## config.mk

```make
export PLATFORM = sky130hd
export DESIGN_NAME = uefc_top
export DESIGN_NICKNAME = d
export VERILOG_FILES = /design/src/uefc_pkg.sv /design/src/uefc_top.sv /design/src/uefc_sync2.sv /design/src/uefc_seq_match.sv
export SDC_FILE = /design/constraint.sdc
export NUM_CORES = 1
export LEC_CHECK = 0
export BUFFER_PORTS_ARGS = -buffer_cell sky130_fd_sc_hd__buf_2
export CAP_MARGIN = 10
export CORE_ASPECT_RATIO = 0.6
export CORE_MARGIN = 4
export CORE_UTILIZATION = 25
export CTS_BUF_LIST = sky130_fd_sc_hd__clkbuf_2 sky130_fd_sc_hd__clkbuf_4 sky130_fd_sc_hd__clkbuf_8
export DETAILED_ROUTE_END_ITERATION = 10
export PLACE_DENSITY_LB_ADDON = 0.2
export SLEW_MARGIN = 40
export SYNTH_ARGS = -nofsm -noshare
export SYNTH_HDL_FRONTEND = slang
export SYNTH_SLANG_ARGS = --single-unit
export TNS_END_PERCENT = 30
```

## constraint.sdc

```tcl
create_clock -name I_REF_CLK -period 2.7 [get_ports I_REF_CLK]
set_clock_uncertainty 0.1 [all_clocks]
set_input_delay 0.27 -clock I_REF_CLK [delete_from_list [all_inputs] [get_ports I_REF_CLK]]
set_output_delay 0.27 -clock I_REF_CLK [all_outputs]
set_load 0.01 [all_outputs]
```

## src/uefc_pkg.sv

```systemverilog
// Constants and types of the enhanced flow control block
package uefc_pkg;
  localparam int ADDR_W = 5;
  localparam int LVL_W = 5;
  localparam logic [4:0] IDX_IER = 5'h00;
  localparam logic [4:0] IDX_ISR = 5'h01;
  localparam logic [4:0] IDX_FCR = 5'h02;
  localparam logic [4:0] IDX_LCR = 5'h03;
  localparam logic [4:0] IDX_MCR = 5'h04;
  localparam logic [4:0] IDX_LSR = 5'h05;
  localparam logic [4:0] IDX_MSR = 5'h06;
  localparam logic [4:0] IDX_SPR = 5'h07;
  localparam logic [4:0] IDX_DLL = 5'h08;
  localparam logic [4:0] IDX_DLM = 5'h09;
  localparam logic [4:0] IDX_DLD = 5'h0a;
  localparam logic [4:0] IDX_AFR = 5'h0b;
  localparam logic [4:0] IDX_EFR = 5'h0c;
  localparam logic [4:0] IDX_RESUME_CHAR_FIRST = 5'h0d;
  localparam logic [4:0] IDX_RESUME_CHAR_SECOND = 5'h0e;
  localparam logic [4:0] IDX_PAUSE_CHAR_FIRST = 5'h0f;
  localparam logic [4:0] IDX_PAUSE_CHAR_SECOND = 5'h10;
  localparam logic [7:0] RST_ZERO = 8'h00;
  localparam logic [7:0] RST_LSR = 8'h60;
  localparam logic [7:0] RST_SPR = 8'hff;
  localparam logic [7:0] RST_DLL = 8'h01;
  localparam logic [7:0] RST_DLM = 8'h00;
  localparam int EFR_ENH = 4;
  localparam int EFR_SPEC = 5;
  localparam int EFR_ARTS = 6;
  localparam int EFR_ACTS = 7;
  localparam int MCR_DTR = 0;
  localparam int MCR_RTS = 1;
  localparam int MCR_OP2 = 3;
  localparam int IER_RX = 0;
  localparam int IER_SPEC = 5;
  localparam logic [7:0] IER_ENH_MASK = 8'hf0;
  localparam logic [7:0] FCR_ENH_MASK = 8'h30;
  localparam logic [7:0] MCR_ENH_MASK = 8'he0;
  localparam logic [7:0] DLD_ENH_MASK = 8'hff;
  localparam logic [1:0] FLOW_NONE = 2'h0;
  localparam logic [1:0] FLOW_FIRST = 2'h2;
  localparam logic [1:0] FLOW_SECOND = 2'h1;
  localparam logic [1:0] FLOW_BOTH = 2'h3;
  localparam logic [4:0] TRIG_L0 = 5'h01;
  localparam logic [4:0] TRIG_L1 = 5'h04;
  localparam logic [4:0] TRIG_L2 = 5'h08;
  localparam logic [4:0] TRIG_L3 = 5'h0e;
  typedef enum logic [2:0] {
    MM_OFF, MM_FIRST, MM_SECOND, MM_EITHER, MM_SEQ
  } uefc_match_mode_type;
  typedef enum logic [1:0] {
    FS_IDLE = 2'h0, FS_FIRST = 2'h1, FS_SECOND = 2'h3
  } uefc_flow_state_type;
  typedef struct packed {
    logic valid;
    logic [7:0] data;
  } uefc_char_type;
  function automatic logic [4:0] trig_level(input logic [1:0] idx);
    return idx == 2'h0 ? TRIG_L0 : idx == 2'h1 ? TRIG_L1 :
           idx == 2'h2 ? TRIG_L2 : TRIG_L3;
  endfunction
  // Masked bits keep their value unless enhanced writes are open
  function automatic logic [7:0] enh_merge(input logic [7:0] old,
      input logic [7:0] wd, input logic [7:0] mask, input logic en);
    return en ? wd : ((wd & ~mask) | (old & mask));
  endfunction
endpackage

```

## src/uefc_top.sv

```systemverilog
// Enhanced feature and flow control logic of one serial channel
`timescale 1ns/100ps
// Notes on behaviour
// - Transmit select 00 none, 10 first, 01 second, 11 both pairs.
// - Receive select 00 off, 10 compare first, 01 compare second pair.
// - Receive 11 with transmit 10/01 accepts either character.
// - Receive 11 with transmit 11/00 needs first then second.
// - All four flow select bits are zero after reset.
// - Enhanced bits written only while enhanced write enable is set.
// - Reset clears gated enhanced bits and fractional divisor.
// - Special detect compares with second pause char, sets status bit 4.
// - First pair compare: flow control and special detect both work.
// - Second pair compare: second pause char dropped, two flags raised.
// - Auto request-to-send goes high at next higher trigger level.
// - Auto request-to-send goes low below next lower trigger level.
// - Auto mode needs host assertion; else pin follows control bit.
// - Auto clear-to-send high stops transmit, low resumes it.
// - Four host read/write flow character registers.
// - Divisor latch loads 0x00/0x01 at power-up, kept on reset.
// - Reset values of status, scratch and control registers.
// - Modem status reset: deltas clear, upper bits inverted inputs.
// - Dual modes send or match two consecutive characters.
// - Transmitter finishes current character before halting.
module uefc_top
  import uefc_pkg::*;
(
  input wire logic I_REF_CLK,
  input wire logic I_SYS_RST,
  input wire logic [ADDR_W-1:0] I_ADDR,
  input wire logic [7:0] I_WDATA,
  input wire logic I_WR,
  input wire logic I_RD,
  output logic [7:0] O_RDATA,
  input wire logic I_RX_VALID,
  input wire logic [7:0] I_RX_DATA,
  output logic O_FIFO_PUSH,
  output logic [7:0] O_FIFO_DATA,
  input wire logic [LVL_W-1:0] I_FIFO_LEVEL,
  input wire logic I_FIFO_EMPTY,
  output logic O_FLOW_VALID,
  output logic [7:0] O_FLOW_DATA,
  input wire logic I_FLOW_READY,
  input wire logic I_TX_BUSY,
  output logic O_TX_HOLD,
  input wire logic I_TX_SERIAL,
  output logic O_TX,
  input wire logic I_TX_READY,
  input wire logic [7:0] I_LINE_STATUS,
  input wire logic I_CTS_N,
  input wire logic I_DSR_N,
  input wire logic I_RI_N,
  input wire logic I_CD_N,
  output logic O_RTS_N,
  output logic O_DTR_N,
  output logic O_GENERAL_OUTPUT_TWO_N,
  output logic O_RECEIVE_READY_N,
  output logic O_TRANSMIT_READY_N,
  output logic O_INT
);
  logic [7:0] interrupt_enable_reg, fifo_control_reg, line_control_reg, modem_control_reg, scratch_reg, alternate_function_reg, fractional_divisor_reg, enhanced_feature_control, line_status_reg;
  logic [7:0] resume_char_first, resume_char_second, pause_char_first, pause_char_second;
  logic [7:0] dll = RST_DLL;
  logic [7:0] divisor_high_reg = RST_DLM;
  logic [1:0] isr_hi;
  logic [3:0] msr_delta, modem_prev, modem_n;
  logic paused, sent_pause, rts_hold, flow_is_pause;
  uefc_flow_state_type state, next_state;
  uefc_match_mode_type match_mode;
  uefc_char_type rx_char;
  logic pause_hit, resume_hit;

  // Register decode
  wire enh = enhanced_feature_control[EFR_ENH];
  wire wr_ier = I_WR && I_ADDR == IDX_IER;
  wire wr_isr = I_WR && I_ADDR == IDX_ISR;
  wire wr_fcr = I_WR && I_ADDR == IDX_FCR;
  wire wr_lcr = I_WR && I_ADDR == IDX_LCR;
  wire wr_mcr = I_WR && I_ADDR == IDX_MCR;
  wire wr_spr = I_WR && I_ADDR == IDX_SPR;
  wire wr_dll = I_WR && I_ADDR == IDX_DLL;
  wire wr_dlm = I_WR && I_ADDR == IDX_DLM;
  wire wr_dld = I_WR && I_ADDR == IDX_DLD;
  wire wr_afr = I_WR && I_ADDR == IDX_AFR;
  wire wr_efr = I_WR && I_ADDR == IDX_EFR;
  wire wr_resume_char_first = I_WR && I_ADDR == IDX_RESUME_CHAR_FIRST;
  wire wr_resume_char_second = I_WR && I_ADDR == IDX_RESUME_CHAR_SECOND;
  wire wr_pause_char_first = I_WR && I_ADDR == IDX_PAUSE_CHAR_FIRST;
  wire wr_pause_char_second = I_WR && I_ADDR == IDX_PAUSE_CHAR_SECOND;
  wire rd_msr = I_RD && I_ADDR == IDX_MSR;
  wire [1:0] tx_sel = enhanced_feature_control[3:2];
  wire [1:0] rx_sel = enhanced_feature_control[1:0];

  // Trigger thresholds around the selected level
  wire [1:0] trig_idx = fifo_control_reg[7:6];
  wire [1:0] up_idx = trig_idx == 2'h3 ? 2'h3 : trig_idx + 2'h1;
  wire [1:0] lo_idx = trig_idx == 2'h0 ? 2'h0 : trig_idx - 2'h1;
  wire [4:0] upper = trig_level(up_idx);
  wire [4:0] lower = trig_level(lo_idx);
  wire rx_trig = I_FIFO_LEVEL >= trig_level(trig_idx);

  always_ff @(posedge I_REF_CLK) begin
    if (I_SYS_RST) begin
      interrupt_enable_reg <= RST_ZERO;
      fifo_control_reg <= RST_ZERO;
      line_control_reg <= RST_ZERO;
      modem_control_reg <= RST_ZERO;
      scratch_reg <= RST_SPR;
      alternate_function_reg <= RST_ZERO;
      fractional_divisor_reg <= RST_ZERO;
      enhanced_feature_control <= RST_ZERO;
    end else begin
      if (wr_ier) interrupt_enable_reg <= enh_merge(interrupt_enable_reg, I_WDATA, IER_ENH_MASK, enh);
      if (wr_fcr) fifo_control_reg <= enh_merge(fifo_control_reg, I_WDATA, FCR_ENH_MASK, enh);
      if (wr_mcr) modem_control_reg <= enh_merge(modem_control_reg, I_WDATA, MCR_ENH_MASK, enh);
      if (wr_dld) fractional_divisor_reg <= enh_merge(fractional_divisor_reg, I_WDATA, DLD_ENH_MASK, enh);
      if (wr_lcr) line_control_reg <= I_WDATA;
      if (wr_spr) scratch_reg <= I_WDATA;
      if (wr_afr) alternate_function_reg <= I_WDATA;
      if (wr_efr) enhanced_feature_control <= I_WDATA;
    end
  end

  always_ff @(posedge I_REF_CLK) begin
    if (I_SYS_RST) begin
      resume_char_first <= RST_ZERO;
      resume_char_second <= RST_ZERO;
      pause_char_first <= RST_ZERO;
      pause_char_second <= RST_ZERO;
    end else begin
      if (wr_resume_char_first) resume_char_first <= I_WDATA;
      if (wr_resume_char_second) resume_char_second <= I_WDATA;
      if (wr_pause_char_first) pause_char_first <= I_WDATA;
      if (wr_pause_char_second) pause_char_second <= I_WDATA;
    end
  end

  always_ff @(posedge I_REF_CLK) begin
    if (wr_dll) dll <= I_WDATA;
    if (wr_dlm) divisor_high_reg <= I_WDATA;
  end

  assign match_mode = rx_sel == FLOW_NONE ? MM_OFF :
                      rx_sel == FLOW_FIRST ? MM_FIRST :
                      rx_sel == FLOW_SECOND ? MM_SECOND :
                      (tx_sel == FLOW_FIRST || tx_sel == FLOW_SECOND) ?
                      MM_EITHER : MM_SEQ;
  assign rx_char = '{valid: I_RX_VALID, data: I_RX_DATA};

  uefc_seq_match u_pause_match (
    .i_clk(I_REF_CLK),
    .i_rst(I_SYS_RST),
    .i_mode(match_mode),
    .i_char(rx_char),
    .i_first(pause_char_first),
    .i_second(pause_char_second),
    .o_hit(pause_hit)
  );

  uefc_seq_match u_resume_match (
    .i_clk(I_REF_CLK),
    .i_rst(I_SYS_RST),
    .i_mode(match_mode),
    .i_char(rx_char),
    .i_first(resume_char_first),
    .i_second(resume_char_second),
    .o_hit(resume_hit)
  );

  wire spec_hit = enhanced_feature_control[EFR_SPEC] && I_RX_VALID && I_RX_DATA == pause_char_second;
  // Single-mode flow characters stay out of the FIFO
  wire flow_hit = (pause_hit || resume_hit) && match_mode != MM_SEQ;
  wire push_now = I_RX_VALID && !flow_hit;
  // Status flags, set wins over write
  wire [1:0] next_isr_hi = (wr_isr && enh ? I_WDATA[5:4] : isr_hi) |
                           {pause_hit, spec_hit};
  wire int_src = ((|isr_hi) && interrupt_enable_reg[IER_SPEC]) || (rx_trig && interrupt_enable_reg[IER_RX]);
  wire [7:0] isr_rd = {2'h0, isr_hi, 1'b0,
                       rx_trig && interrupt_enable_reg[IER_RX], 1'b0, !O_INT};

  always_ff @(posedge I_REF_CLK) begin
    if (I_SYS_RST) begin
      isr_hi <= 2'h0;
      O_INT <= 1'b0;
      O_FIFO_PUSH <= 1'b0;
      O_FIFO_DATA <= RST_ZERO;
    end else begin
      isr_hi <= next_isr_hi;
      O_INT <= int_src;
      O_FIFO_PUSH <= push_now;
      if (push_now) O_FIFO_DATA <= I_RX_DATA;
    end
  end

  always_ff @(posedge I_REF_CLK) begin
    if (I_SYS_RST || match_mode == MM_OFF) begin
      paused <= 1'b0;
    end else if (pause_hit) begin
      paused <= 1'b1;
    end else if (resume_hit) begin
      paused <= 1'b0;
    end
  end

  wire next_hold = (enhanced_feature_control[EFR_ACTS] && modem_n[0]) || paused;
  always_ff @(posedge I_REF_CLK) begin
    if (I_SYS_RST) begin
      O_TX_HOLD <= 1'b0;
    end else if (!I_TX_BUSY) begin
      O_TX_HOLD <= next_hold;
    end
  end

  wire flow_on = tx_sel != FLOW_NONE;
  wire start_pause = flow_on && !sent_pause && I_FIFO_LEVEL >= upper;
  wire start_resume = flow_on && sent_pause && I_FIFO_LEVEL < lower;
  wire pause_next = state == FS_IDLE ? start_pause : flow_is_pause;
  wire [7:0] first_char = tx_sel == FLOW_SECOND ?
                          (pause_next ? pause_char_second : resume_char_second) :
                          (pause_next ? pause_char_first : resume_char_first);
  wire [7:0] second_char = pause_next ? pause_char_second : resume_char_second;
  wire flow_done = I_FLOW_READY && (state == FS_SECOND ||
                   (state == FS_FIRST && tx_sel != FLOW_BOTH));
  assign O_FLOW_VALID = state != FS_IDLE;

  always_comb begin
    next_state = state;
    unique case (state)
      FS_IDLE: begin
        if (start_pause || start_resume) next_state = FS_FIRST;
      end
      FS_FIRST: begin
        if (I_FLOW_READY) begin
          next_state = tx_sel == FLOW_BOTH ? FS_SECOND : FS_IDLE;
        end
      end
      FS_SECOND: begin
        if (I_FLOW_READY) next_state = FS_IDLE;
      end
      default: next_state = FS_IDLE;
    endcase
  end

  always_ff @(posedge I_REF_CLK) begin
    if (I_SYS_RST) begin
      state <= FS_IDLE;
      flow_is_pause <= 1'b0;
      sent_pause <= 1'b0;
      O_FLOW_DATA <= RST_ZERO;
    end else begin
      state <= next_state;
      flow_is_pause <= pause_next;
      O_FLOW_DATA <= next_state == FS_SECOND ? second_char : first_char;
      if (!flow_on) sent_pause <= 1'b0;
      else if (flow_done) sent_pause <= flow_is_pause;
    end
  end

  wire auto_on = enhanced_feature_control[EFR_ARTS] && modem_control_reg[MCR_RTS];
  wire next_rts_hold = I_FIFO_LEVEL >= upper ? 1'b1 :
                       I_FIFO_LEVEL < lower ? 1'b0 : rts_hold;

  uefc_sync2 #(.W(4)) u_modem_sync (
    .i_clk(I_REF_CLK),
    .i_rst(I_SYS_RST),
    .i_d({I_CD_N, I_RI_N, I_DSR_N, I_CTS_N}),
    .o_q(modem_n)
  );

  // Modem change flags, set wins over read clear
  wire [3:0] modem_chg = {modem_prev[3] ^ modem_n[3],
                          !modem_prev[2] && modem_n[2],
                          modem_prev[1:0] ^ modem_n[1:0]};
  wire [7:0] msr_rd = {~modem_n, msr_delta};

  always_ff @(posedge I_REF_CLK) begin
    if (I_SYS_RST) begin
      rts_hold <= 1'b0;
      O_RTS_N <= 1'b1;
      O_DTR_N <= 1'b1;
      O_GENERAL_OUTPUT_TWO_N <= 1'b1;
      O_RECEIVE_READY_N <= 1'b1;
      O_TRANSMIT_READY_N <= 1'b0;
      O_TX <= 1'b1;
      msr_delta <= 4'h0;
      modem_prev <= modem_n;
      line_status_reg <= RST_LSR;
    end else begin
      rts_hold <= next_rts_hold;
      O_RTS_N <= auto_on ? next_rts_hold : !modem_control_reg[MCR_RTS];
      O_DTR_N <= !modem_control_reg[MCR_DTR];
      O_GENERAL_OUTPUT_TWO_N <= !modem_control_reg[MCR_OP2];
      O_RECEIVE_READY_N <= I_FIFO_EMPTY;
      O_TRANSMIT_READY_N <= !I_TX_READY;
      O_TX <= I_TX_SERIAL;
      msr_delta <= (rd_msr ? 4'h0 : msr_delta) | modem_chg;
      modem_prev <= modem_n;
      line_status_reg <= I_LINE_STATUS;
    end
  end

  wire [7:0] rd_mux = I_ADDR == IDX_IER ? interrupt_enable_reg :
                      I_ADDR == IDX_ISR ? isr_rd :
                      I_ADDR == IDX_FCR ? fifo_control_reg :
                      I_ADDR == IDX_LCR ? line_control_reg :
                      I_ADDR == IDX_MCR ? modem_control_reg :
                      I_ADDR == IDX_LSR ? line_status_reg :
                      I_ADDR == IDX_MSR ? msr_rd :
                      I_ADDR == IDX_SPR ? scratch_reg :
                      I_ADDR == IDX_DLL ? dll :
                      I_ADDR == IDX_DLM ? divisor_high_reg :
                      I_ADDR == IDX_DLD ? fractional_divisor_reg :
                      I_ADDR == IDX_AFR ? alternate_function_reg :
                      I_ADDR == IDX_EFR ? enhanced_feature_control :
                      I_ADDR == IDX_RESUME_CHAR_FIRST ? resume_char_first :
                      I_ADDR == IDX_RESUME_CHAR_SECOND ? resume_char_second :
                      I_ADDR == IDX_PAUSE_CHAR_FIRST ? pause_char_first :
                      I_ADDR == IDX_PAUSE_CHAR_SECOND ? pause_char_second : RST_ZERO;

  always_ff @(posedge I_REF_CLK) begin
    if (I_SYS_RST) O_RDATA <= RST_ZERO;
    else O_RDATA <= I_RD ? rd_mux : RST_ZERO;
  end
endmodule // uefc_top

```

## src/uefc_sync2.sv

```systemverilog
// Two-stage synchroniser for pin inputs
`timescale 1ns/100ps
module uefc_sync2 #(
  parameter int W = 4
) (
  input wire logic i_clk,
  input wire logic i_rst,
  input wire logic [W-1:0] i_d,
  output logic [W-1:0] o_q
);
  logic [W-1:0] meta;
  always_ff @(posedge i_clk) begin
    if (i_rst) begin
      meta <= {W{1'b1}};
      o_q <= {W{1'b1}};
    end else begin
      meta <= i_d;
      o_q <= meta;
    end
  end
endmodule // uefc_sync2

```

## src/uefc_seq_match.sv

```systemverilog
// Single or two-character flow character matcher
`timescale 1ns/100ps
module uefc_seq_match
  import uefc_pkg::*;
(
  input wire logic i_clk,
  input wire logic i_rst,
  input wire uefc_match_mode_type i_mode,
  input wire uefc_char_type i_char,
  input wire logic [7:0] i_first,
  input wire logic [7:0] i_second,
  output logic o_hit
);
  logic got_first;
  wire is_first = i_char.data == i_first;
  wire is_second = i_char.data == i_second;
  wire hit_either = i_mode == MM_EITHER && (is_first || is_second);
  wire hit_seq = i_mode == MM_SEQ && got_first && is_second;
  wire hit_single = (i_mode == MM_FIRST && is_first) ||
                    (i_mode == MM_SECOND && is_second);
  assign o_hit = i_char.valid && (hit_single || hit_either || hit_seq);
  always_ff @(posedge i_clk) begin
    if (i_rst || i_mode != MM_SEQ) begin
      got_first <= 1'b0;
    end else if (i_char.valid) begin
      got_first <= is_first;
    end
  end
endmodule // uefc_seq_match

```

==> impl_summary.md <==
CTS
Once the clock tree was built, the resizer swapped 0 gates to a different size. The CTS buffer count is 17. The master cell of the clock root buffer is clkbuf_8. Clock-pin slew was measured on the worst setup and hold paths at 0.11 ns. The TritonCTS clock tree is yes. No sink is reached through more buffers than the 2 on the longest clock path.

The H-tree depth is 4. The number of clock sinks is 179. The latest clock arrival within the worst-skew pair is 0.51 ns.

GRT
The overall fraction of global-route tracks in use is 0.165. The initial antenna violation count was 0. The via count of the first global-routing pass came to 7,253. The maximum number of pins on one net before global-route repair is 58.

The global-route wire length before repair is 48,000 um. The aggregate global routing overflow is 0.

Setup path
The highest-delay cell along the critical path is o41ai_4. Traced cell by cell, the critical path runs through inv_1, ha_1, nand2b_1, o21ai_0, and4b_1, o41ai_4, nand3_1, a21oi_1. The critical-path maximum fanout is 8.

The critical path data required time is 3.04 ns. By startpoint and endpoint, the worst setup path is classified as register to register. STA classifies the critical path endpoint as a register.

The largest single stage delay on the critical path is 0.46 ns. The arrival time at the worst endpoint is 2.79 ns. The startpoint type of the worst setup path is a register. The buffer and inverter count on the worst path is 1. The cell family with the largest share of critical-path delay is compound AO/OA/AOI/OAI gates.

Timing
The shortest period the worst path allows is 2.45 ns. The sum of negative setup slack is 0 ns. The worst pin sits at a relative slew slack of 0.584. Setup repair after global routing left no endpoint under its margin. Of the available clock period, the critical path in the final layout requires 0.907. The max-slew violation total from the final report came to 0. The actual slew at the worst max-slew pin is 0.624 ns. The maximum clock frequency is 408 MHz. Setup violations remaining at the end of the flow were counted as 0. The number of hold-slack violations in the final timing report is 0.

Pwr
The worst-case IR drop observed on VDD is 0.304 mV. The total power divided by cell area is 500 mW/mm^2. The share of total power dissipated in sequential elements is 0.528. Internal power comes to 3.71 mW.

The share of total power dissipated in combinational logic is 0.111. Of the total power, the clock network draws 0.361. The proportion of total power due to net switching is 0.288. For this design the static power due to leakage is 3.94 nW. Summed over all nets, the switching power comes to 1.50 mW. The design draws 5.21 mW.

Floorplanning
The initial core utilization is 0.253. The floorplan has 53 rows. The chip height is 154 um. The die footprint is 0.0386 mm^2. For this design the top-level I/O count stands at 82. The core region is 0.0349 mm^2.

The floorplan die width is 251 um.

Synthesis
The netlist area before placement is 0.00885 mm^2. Yosys mapped a number of flops with a built-in enable equal to 16. After synthesis, the largest family of logic cells by area is simple AND/OR/NAND/NOR gates. The synthesized-area fraction occupied by ao, oa, aoi and oai cells is 0.163. Of the post-synthesis cell area, the part taken by muxes is 0.136.

For this run, the register share of the synthesized area comes to 0.423. The xor and xnor fraction of the mapped netlist area is 0.0346. Of the total synthesized cell area, the portion taken by AND, OR, NAND and NOR gates is 0.170.

Of the total synthesized cell area, the portion taken by full adders, half adders and majority gates is 0.0198. The count of cell types in the netlist is 74. The most instantiated flip-flop cell in the synthesis netlist is dfxtp_1. The cell count after synthesis is 964. For this run, the number of Yosys warnings is 0. The share of synthesized registers carrying an async set or reset is 0. The average cell area after synthesis is 9.18 um^2.

The synthesized design contains 179 register bits. The total nets after synthesis is 1,026.

Min path
The worst hold-check path type is primary input to register.

Route
The wire length after detailed routing is 31,800 um. After detailed routing, the average wire length per cell comes to 20.7 um. The total number of vias is 7,443. The initial detailed-routing violation count is 759. The vias per cell is 4.86. The count of antenna-violating nets left after detailed routing is 0. For this run, design rule violations remaining after detail routing come to 0.

Before antenna repair, the detailed router went through 5 iterations.

Status
The flow ran to the end, and the final reports show no timing, DRC or antenna violations.

Run
The max capacitance violation total is 0.

Finish
The final antenna diode count is 0. The share of the core filled with cells in the final layout is 0.298. In the final layout, the share of cells above drive strength 1 is 0.193. Relative to the synthesized area, the layout overhead comes to 17.8%.

The final net count is 1,114.

Placed design
Port buffering added 81 buffers. The routability-driven placement congestion ratio is 0.946. The HPWL after detailed placement is 22,900 um.
-- cells by family (layout without fill, tap and decap cells) --
family	after synthesis	count (layout)
compound gates	223	223
xor+xnor	35	35
mux	114	114
simple gates	298	298
other cells	2	2
fa+ha+maj	14	14
flops	179	179
buf+inv	99	200
-- what timing repair did --
action	in CTS	in global routing
setup buffers	0	0
hold buffers	28	0
hold endpoints to repair	25	0
-- Yosys cell counts, types with 19 or more instances --
library cell | count | area (um^2)
dfxtp_1 | 163 | 3260
nor2_1 | 103 | 387
mux2i_1 | 94 | 941
a21oi_1 | 76 | 380
nand2_1 | 57 | 214
o21ai_0 | 50 | 250
clkbuf_1 | 39 | 146
nand3_1 | 31 | 155
nor2b_1 | 28 | 175
buf_2 | 27 | 135
inv_1 | 21 | 78.8
xor2_1 | 19 | 166
-- placed cells by master, fill, tap and decap left out, types with 4 or more instances in the layout --
cell type,netlist,layout
a21oi_1,76,76
dlygate4sd3_1,0,28
clkbuf_8,0,17
or2_2,14,14
a311oi_1,9,9
xor2_1,19,19
nor3_1,12,12
a31oi_1,5,5
nand2b_1,16,16
clkinv_4,0,5
a22o_1,4,4
nor3b_2,4,4
nor2b_1,28,28
dfxtp_1,163,163
ha_1,14,14
o21ai_0,50,50
nor2_4,6,6
nor2_1,103,103
mux2i_1,94,94
o22ai_1,7,7
buf_2,27,80
buf_4,6,37
nand2_1,57,57
nand3_1,31,31
xnor2_1,16,16
a211o_1,11,11
nor4_1,4,4
edfxtp_1,16,16
a21o_1,4,4
a22oi_1,12,12
inv_1,21,21
nand4_1,7,7
inv_6,0,5
mux2_2,17,17
a211oi_1,6,6
-- worst reg2reg max path, cell delays in order (launching register included) --
cell and delay [ns]:
dfxtp_1 0.45, inv_1 0.07, ha_1 0.33, nand2b_1 0.19, o21ai_0 0.22, and4b_1 0.27
o41ai_4 0.46, nand3_1 0.15, a21oi_1 0.15
-- path summary, 6_finish.rpt --
| kind | from | endpoint | slack [ns] | cells past startpoint |
|---|---|---|---|---|
| worst min register to register | u_modem_sync.o_q[2] | modem_prev[2] | 0.28 | 0 |
| worst max-delay path | enhanced_feature_control[2] | O_FIFO_DATA[4] | 0.25 | 8 |
| worst min-delay path | I_FIFO_LEVEL[4] | O_INT | 0.07 | 3 |
| worst max register to register | enhanced_feature_control[2] | O_FIFO_DATA[4] | 0.25 | 8 |
-- power by group through the flow --
stage | logic, mW | clock network (mW) | registers, mW
after global placement | 0.543 | 0 | 2.81
after global routing | 0.629 | 2.07 | 2.76
after floorplan | 0.334 | 0 | 2.81
final | 0.578 | 1.88 | 2.75
after detailed placement | 0.543 | 0 | 2.81
after CTS | 0.575 | 1.95 | 2.75
-- per-stage QoR --
stage          setup WS, ns  instances  area [um^2]  hold WS [ns]
4_1_cts               0.267       1532        10400        0.0397
6_report              0.250       1532        10400        0.0707
5_1_grt              0.0856       1532        10400        0.0957
2_1_floorplan         0.453        964         8850         0.237
3_5_place_dp          0.152       1472         9760         0.274
3_3_place_gp          0.111       1472         9760         0.274
-- per-layer routing --
layer | up-vias | global-route usage | routed length, um
met2 | 212 | 0.212 | 12200
met1 | 3630 | 0.269 | 17200
met3 | 15 | 0.0434 | 2180
li1 | 3586 | - | -
met5 | - | 0 | 0
met4 | 0 | 0.0272 | 201
-- area by class of cell --
class	count	area, um^2
inverter	21	78.8
multi-input combinational	686	4640
fill	3714	24500
sequential	179	3740
clock inverter	14	145
timing repair buffer	147	998
clock buffer	18	241
tap	467	584
No activity file was read; power rests on OpenSTA's default activity.
